==> config.mk <==
export PLATFORM = sky130hd
export DESIGN_NAME = rcp_reset_ctrl
export DESIGN_NICKNAME = d
export VERILOG_FILES = /design/src/rcp_pkg.sv /design/src/rcp_reset_ctrl.sv
export SDC_FILE = /design/constraint.sdc
export NUM_CORES = 1
export LEC_CHECK = 0
export BUFFER_PORTS_ARGS = -buffer_cell sky130_fd_sc_hd__buf_2
export CAP_MARGIN = 20
export CORE_MARGIN = 2
export CORE_UTILIZATION = 35
export CTS_CLUSTER_SIZE = 40
export DETAILED_ROUTE_END_ITERATION = 6
export SLEW_MARGIN = 40
export SYNTH_ARGS = -nofsm -noshare
export SYNTH_HDL_FRONTEND = slang
export SYNTH_SLANG_ARGS = --single-unit
==> constraint.sdc <==
create_clock -name CLOCK_IN -period 5.2 [get_ports CLOCK_IN]
set_input_delay 0.78 -clock CLOCK_IN [delete_from_list [all_inputs] [get_ports CLOCK_IN]]
set_output_delay 0.78 -clock CLOCK_IN [all_outputs]
set_load 0.02 [all_outputs]
==> src/rcp_pkg.sv <==
// Package: register map, field positions and states of the reset controller
`default_nettype none
package rcp_pkg;
  localparam logic [7:0]  OFF_CTRL   = 8'h0c;
  localparam logic [7:0]  OFF_PWR    = 8'h10;
  localparam logic [7:0]  OFF_STAT   = 8'h30;
  localparam logic [7:0]  OFF_CLR    = 8'h34;
  localparam int          CTRL_SOFT  = 2;
  localparam int          CTRL_TPIN  = 1;
  localparam int          PWR_PORDIS = 5;
  localparam int          PWR_PD     = 4;
  localparam int          PWR_IO     = 3;
  localparam int          PWR_OSC    = 2;
  localparam int          PWR_FBCK   = 1;
  localparam int          PWR_BCK    = 0;
  localparam int          ST_SOFT    = 10;
  localparam int          ST_DSYS    = 9;
  localparam int          ST_SYS     = 8;
  localparam int          ST_FAB     = 7;
  localparam int          ST_WDOG    = 6;
  localparam int          ST_DCPU    = 5;
  localparam int          ST_CPU     = 4;
  localparam int          ST_DCFG    = 3;
  localparam int          ST_PIN     = 2;
  localparam int          ST_CFG     = 1;
  localparam int          ST_POR     = 0;
  localparam int          ST_W       = 11;
  localparam int          PWR_W      = 6;
  localparam logic [2:0]  CTRL_RST   = 3'h0;
  localparam logic [5:0]  PWR_RST    = 6'h00;
  localparam logic [10:0] STAT_POR   = 11'h001;
  localparam logic [3:0]  SYSRST_LEN = 4'h8;
  typedef enum logic [1:0] {RCP_RUN, RCP_SYSRST, RCP_PDOWN} rcp_state_e;
endpackage
`default_nettype wire

==> src/rcp_reset_ctrl.sv <==
// Reset-cause recording, soft system reset and power-down gating
`default_nettype none
module rcp_reset_ctrl (
  input  wire logic        CLOCK_IN,
  input  wire logic        RESETN_IN,
  input  wire logic        POR_EVENT_IN,
  input  wire logic        EXT_RESET_N_IN,
  input  wire logic        DEBUG_CFG_RESET_IN,
  input  wire logic        DEBUG_SYS_RESET_IN,
  input  wire logic        DEBUG_CPU_RESET_IN,
  input  wire logic        WATCHDOG_RESET_IN,
  input  wire logic        FABRIC_RESET_REQUEST_IN,
  input  wire logic        IRQ_ANY_IN,
  input  wire logic        WB_CYC_IN,
  input  wire logic        WB_STB_IN,
  input  wire logic        WB_WE_IN,
  input  wire logic [7:0]  WB_ADR_IN,
  input  wire logic [3:0]  WB_SEL_IN,
  input  wire logic [31:0] WB_DAT_IN,
  output logic [31:0]      WB_DAT_OUT,
  output logic             WB_ACK_OUT,
  output logic             SYSTEM_RESET_INDICATION_N_OUT,
  output logic             CPU_RESET_N_OUT,
  output logic             CONFIG_RESET_N_OUT,
  output logic             RING_OSC_STOP_OUT,
  output logic             PIO_STOP_OUT,
  output logic             SYS_CLOCK_STOP_OUT,
  output logic             FABRIC_CLOCK_STOP_OUT,
  output logic             POR_DISABLE_OUT,
  output logic             RING_OSC_SELECT_OUT
);

  typedef struct packed {
    rcp_pkg::rcp_state_e st;
    logic [3:0]          cnt;
    logic [2:0]          ctrl;
    logic [5:0]          pwr;
    logic [10:0]         stat;
    logic [31:0]         dat;
    logic                ack;
    logic                sysrst_n;
    logic                cpurst_n;
    logic                cfgrst_n;
    logic                osc_stop;
    logic                pio_stop;
    logic                clk_stop;
    logic                fclk_stop;
    logic                ring_sel;
  } rcp_state_s;

  rcp_state_s q, d;

  // ---------------------------------------------------------------
  // Helpers
  // ---------------------------------------------------------------
  function automatic logic hit(input logic [7:0] a, input logic [7:0] off);
    return a == off;
  endfunction

  logic       wr, rd_take, soft_go, cfg_ev, sys_ev, cpu_ev;
  logic [10:0] set_v, clr_v;

  always_comb begin
    wr       = WB_CYC_IN && WB_STB_IN && WB_WE_IN && !q.ack && WB_SEL_IN[0];
    rd_take  = WB_CYC_IN && WB_STB_IN && !q.ack;
    soft_go  = wr && hit(WB_ADR_IN, rcp_pkg::OFF_CTRL)
               && WB_DAT_IN[rcp_pkg::CTRL_SOFT];
    cfg_ev   = !EXT_RESET_N_IN || DEBUG_CFG_RESET_IN;
    sys_ev   = cfg_ev || soft_go || DEBUG_SYS_RESET_IN
               || WATCHDOG_RESET_IN || FABRIC_RESET_REQUEST_IN;
    cpu_ev   = sys_ev || DEBUG_CPU_RESET_IN;
    set_v    = '0;
    set_v[rcp_pkg::ST_SOFT] = soft_go;
    set_v[rcp_pkg::ST_DSYS] = DEBUG_SYS_RESET_IN;
    set_v[rcp_pkg::ST_SYS]  = sys_ev;
    set_v[rcp_pkg::ST_FAB]  = FABRIC_RESET_REQUEST_IN;
    set_v[rcp_pkg::ST_WDOG] = WATCHDOG_RESET_IN;
    set_v[rcp_pkg::ST_DCPU] = DEBUG_CPU_RESET_IN;
    set_v[rcp_pkg::ST_CPU]  = cpu_ev;
    set_v[rcp_pkg::ST_DCFG] = DEBUG_CFG_RESET_IN;
    set_v[rcp_pkg::ST_PIN]  = !EXT_RESET_N_IN;
    set_v[rcp_pkg::ST_CFG]  = cfg_ev;
    set_v[rcp_pkg::ST_POR]  = POR_EVENT_IN;
    clr_v = '0;
    if (wr && hit(WB_ADR_IN, rcp_pkg::OFF_CLR)) begin
      clr_v = WB_DAT_IN[rcp_pkg::ST_W-1:0];
    end
  end

  // ---------------------------------------------------------------
  // Next state
  // ---------------------------------------------------------------
  always_comb begin
    d     = q;
    d.ack = rd_take;
    d.dat = '0;
    // Sticky flags, set beats clear
    d.stat = (q.stat & ~clr_v) | set_v;
    if (wr && hit(WB_ADR_IN, rcp_pkg::OFF_CTRL)) begin
      // Soft request bit never stored: it only launches the sequence
      d.ctrl[rcp_pkg::CTRL_TPIN] = WB_DAT_IN[rcp_pkg::CTRL_TPIN];
    end
    if (wr && hit(WB_ADR_IN, rcp_pkg::OFF_PWR)) begin
      d.pwr = WB_DAT_IN[rcp_pkg::PWR_W-1:0];
    end
    if (rd_take && !WB_WE_IN) begin
      case (WB_ADR_IN)
        rcp_pkg::OFF_CTRL: d.dat = {29'h0, q.ctrl};
        rcp_pkg::OFF_PWR:  d.dat = {26'h0, q.pwr};
        rcp_pkg::OFF_STAT: d.dat = {21'h0, q.stat};
        default:           d.dat = '0;
      endcase
    end
    // Wake: interrupt drops power-down request
    if (IRQ_ANY_IN) begin
      d.pwr[rcp_pkg::PWR_PD] = 1'b0;
    end
    if (cfg_ev) begin
      d.ctrl = rcp_pkg::CTRL_RST;
      d.ring_sel = 1'b1;
    end
    if (sys_ev) begin
      // System reset keeps configuration, clears power control
      d.pwr = rcp_pkg::PWR_RST;
      d.st  = rcp_pkg::RCP_SYSRST;
      d.cnt = rcp_pkg::SYSRST_LEN;
    end else begin
      case (q.st)
        rcp_pkg::RCP_RUN: begin
          if (d.pwr[rcp_pkg::PWR_PD]) begin
            d.st = rcp_pkg::RCP_PDOWN;
          end
        end
        rcp_pkg::RCP_SYSRST: begin
          if (q.cnt == 4'h0) begin
            d.st = rcp_pkg::RCP_RUN;
          end else begin
            d.cnt = q.cnt - 4'h1;
          end
        end
        rcp_pkg::RCP_PDOWN: begin
          if (!d.pwr[rcp_pkg::PWR_PD]) begin
            d.st = rcp_pkg::RCP_RUN;
            d.ring_sel = 1'b1;
          end
        end
        default: d.st = rcp_pkg::RCP_RUN;
      endcase
    end
    if (wr && hit(WB_ADR_IN, rcp_pkg::OFF_PWR)
        && !WB_DAT_IN[rcp_pkg::PWR_PD]) begin
      d.ring_sel = 1'b0;
    end
    d.sysrst_n  = (d.st != rcp_pkg::RCP_SYSRST);
    d.cpurst_n  = d.sysrst_n && !DEBUG_CPU_RESET_IN;
    d.cfgrst_n  = !cfg_ev;
    d.osc_stop  = (d.st == rcp_pkg::RCP_PDOWN) && d.pwr[rcp_pkg::PWR_OSC];
    d.pio_stop  = (d.st == rcp_pkg::RCP_PDOWN) && d.pwr[rcp_pkg::PWR_IO];
    d.clk_stop  = (d.st == rcp_pkg::RCP_PDOWN) && d.pwr[rcp_pkg::PWR_BCK];
    d.fclk_stop = (d.st == rcp_pkg::RCP_PDOWN)
                  && d.pwr[rcp_pkg::PWR_FBCK];
  end

  always_ff @(posedge CLOCK_IN or negedge RESETN_IN) begin
    if (!RESETN_IN) begin
      q          <= '0;
      q.st       <= rcp_pkg::RCP_RUN;
      q.stat     <= rcp_pkg::STAT_POR;
      q.sysrst_n <= 1'b1;
      q.cpurst_n <= 1'b1;
      q.cfgrst_n <= 1'b1;
      q.ring_sel <= 1'b1;
    end else begin
      q <= d;
    end
  end

  // ---------------------------------------------------------------
  // Outputs
  // ---------------------------------------------------------------
  assign WB_DAT_OUT                    = q.dat;
  assign WB_ACK_OUT                    = q.ack;
  assign SYSTEM_RESET_INDICATION_N_OUT = q.sysrst_n;
  assign CPU_RESET_N_OUT               = q.cpurst_n;
  assign CONFIG_RESET_N_OUT            = q.cfgrst_n;
  assign RING_OSC_STOP_OUT             = q.osc_stop;
  assign PIO_STOP_OUT                  = q.pio_stop;
  assign SYS_CLOCK_STOP_OUT            = q.clk_stop;
  assign FABRIC_CLOCK_STOP_OUT         = q.fclk_stop;
  assign POR_DISABLE_OUT               = q.pwr[rcp_pkg::PWR_PORDIS];
  assign RING_OSC_SELECT_OUT           = q.ring_sel;
endmodule
`default_nettype wire

==> flow_metrics.tcl <==
set metrics [dict create \
    status "finished, final reports clean" \
    cts_setup_buffers 0 \
    numCtsBuffers 5 \
    n_fill_cell 585 \
    cts_tree "yes" \
    placed_cell_area_um2 2260 \
    place_ws_ps 2230 \
    grt_pass1_wl_mm 6.58 \
    synth-async-reset-ratio 1.00 \
    syn_area_um2 2080 \
    die_h_um 81.2 \
    wl_per_cell_um 13.0 \
    core_area_um2 5850 \
    fin_area_um2 2350 \
    netlist_instances 196 \
    dr.pass1.iters 4 \
    crit_chain "buf_2 -> or4b_1 -> nor4_4 -> mux2i_1 -> or3_4 -> nor2_2" \
    power_density_nw_per_um2 260 \
    report.final.slew_viol_count 0 \
    worstMarginPinSlew_ps 688 \
    num_antenna_cells 0 \
    tns_ps 0 \
    io_pins 99 \
    areaGrowthSynthToFinish_pct 12.8 \
    yosysWarnings 0 \
    grt_usage 0.135 \
    routed_wl_mm 4.13 \
    grt_max_degree 45 \
    ys.flop_type "dfrtp_1" \
    cp-start-kind "input port" \
    die_area_um2 6590 \
    clock-sinks 44 \
    fin_crit_ps 2660 \
    insertion_delay_ps 300 \
    post-dp-hpwl_mm 2.95 \
    vias 1413 \
    crit_slowest_cell "nor4_4" \
    hold_buffers 0 \
    die_width_um 81.2 \
    yosysSeqAreaShare 0.531 \
    hold_viol_final 0 \
    portBuffers 53 \
    crit_fanout 7 \
    rows 28 \
    via_per_inst 4.46 \
    leakagePower_nw 1.11 \
    critPathRequiredTime_ps 5430 \
    drc 0 \
    yosys-top-cells-area "dfrtp_1, buf_4, dfstp_2" \
    synth_edf_count 0 \
    endpoint_kind "register" \
    largest_reg_flops 23 \
    synth_top_area_frac 0.468 \
    fin_ws_ps 2540 \
    max_stage_delay_ps 620 \
    hold_class "input port to async pin" \
    drt_iter0_markers 86 \
    finClkSkew_ps 6.14 \
    antenna_left 0 \
    clock.fmax_mhz 376 \
    placed_cells 309 \
    stdcell_count 317 \
    cts_resized 0 \
    globalplace.congestion 0.782 \
    setup_viol 0 \
    synth_cell_types 41 \
    drv_cap 0 \
    synth.avg_cell_area_um2 10.6 \
    clockBufferDepth 2 \
    period_share 0.512 \
    antenna_found_initial 0 \
    ys_ff_latch 44 \
    clkTransAtPathRegs_ps 80 \
    ir_drop_uv 111 \
    root_buffer "clkbuf_8" \
    synth.largest_area_cell "dfrtp_1" \
    initial_core_util 0.356 \
    grt_setup_unrepaired "no" \
    htreeDepth 2 \
    final_nets 300 \
    gr-total-overflow 0 \
    arrival_ps 2890 \
    grt_pass1_vias 1325 \
    slew_headroom 0.538 \
    crit_type "input port to register" \
    drive_gt1_frac 0.306 \
    largest-register "q" \
]
==> cells in the final DEF (no fill, tap or decap), types with 6 or more instances in the layout <==
cell type  synthesis  final
buf_2              1     52
nand2_1           17     17
a21o_1             8      8
dfrtp_1           39     39
a22oi_1            6      6
nor2_1            25     25
mux2i_1            7      7
conb_1             1     21
==> path summary, 6_finish.rpt <==
check / startpoint / endpoint / slack [ps] / cells after the start
worst max-delay path: WB_ADR_IN[5] / FABRIC_CLOCK_STOP_OUT / 2540 / 6
worst min-delay path: RESETN_IN / WB_DAT_OUT[0] / 470 / 1
worst max register to register: WB_ACK_OUT / FABRIC_CLOCK_STOP_OUT / 2980 / 5
worst min register to register: q[50] / q[50] / 480 / 1
max in group asynchronous: RESETN_IN / WB_ACK_OUT / 4350 / 1
min in group CLOCK_IN: q[50] / q[50] / 480 / 1
==> cells by family after synthesis <==
kind of cell    Yosys count  synth area share
compound gates           21            0.0738
xor+xnor                  3            0.0126
fa+ha+maj                 2            0.0120
buf+inv                  41             0.136
flops                    44             0.531
mux                       7            0.0336
other cells               1           0.00180
simple gates             77             0.199
==> worst max-delay path: cells and delay by family <==
family	cells	cell delay [ps]
simple gates	4	1740
buf+inv	1	130
mux	1	230
==> cell type report <==
type / instances / area, um2 / area share
Clock buffer: 5 / 68.8 / 0.0293
Clock inverter: 3 / 21.3 / 0.00905
Inverter: 6 / 22.5 / 0.00958
Multi-Input combinational cell: 131 / 769 / 0.327
Sequential cell: 44 / 1110 / 0.471
Tap cell: 75 / 93.8 / 0.0399
Timing Repair Buffer: 53 / 268 / 0.114
==> metrics by stage <==
stage | util | hold WS [ps] | total power (W)
after floorplan | - | 441 | 0.000387
after global placement | 0.386 | 451 | 0.000400
after detailed placement | 0.386 | 461 | 0.000400
after CTS | 0.402 | 483 | 0.000621
after global routing | 0.402 | 491 | 0.000645
final | 0.402 | 468 | 0.000611
==> cells in the mapped netlist, types with 2 or more instances <==
library cell   n
a21oi_1        2
mux2i_1        7
nand2b_1       2
ha_1           2
a22oi_1        6
nor3_1         2
inv_1          5
nor2_2         4
a22o_1         2
nor2b_1        4
nand4_1        2
nand3b_1       2
and3_1         2
nor3b_1        2
nand2_1       17
buf_4         32
nor2_1        25
dfrtp_1       39
and2_1         5
a21o_1         8
xor2_1         2
dfstp_2        5
==> power breakdown <==
part           leakage, nW  internal, W   total, W  switching (W)
sequential           0.539     0.000344   0.000344    0.000000669
combinational        0.525    0.0000137  0.0000485      0.0000347
clock               0.0445    0.0000954   0.000218       0.000123
==> metal layers <==
layer,up-vias,share of wire,global-route usage,wire length [um]
met5,-,0,0,0
met4,0,0.012,0.0458,48
met3,4,0.057,0.0400,236
met2,46,0.48,0.218,1970
met1,677,0.45,0.173,1870
li1,686,-,-,-
Note: power is estimated with default switching activity, not from simulation.
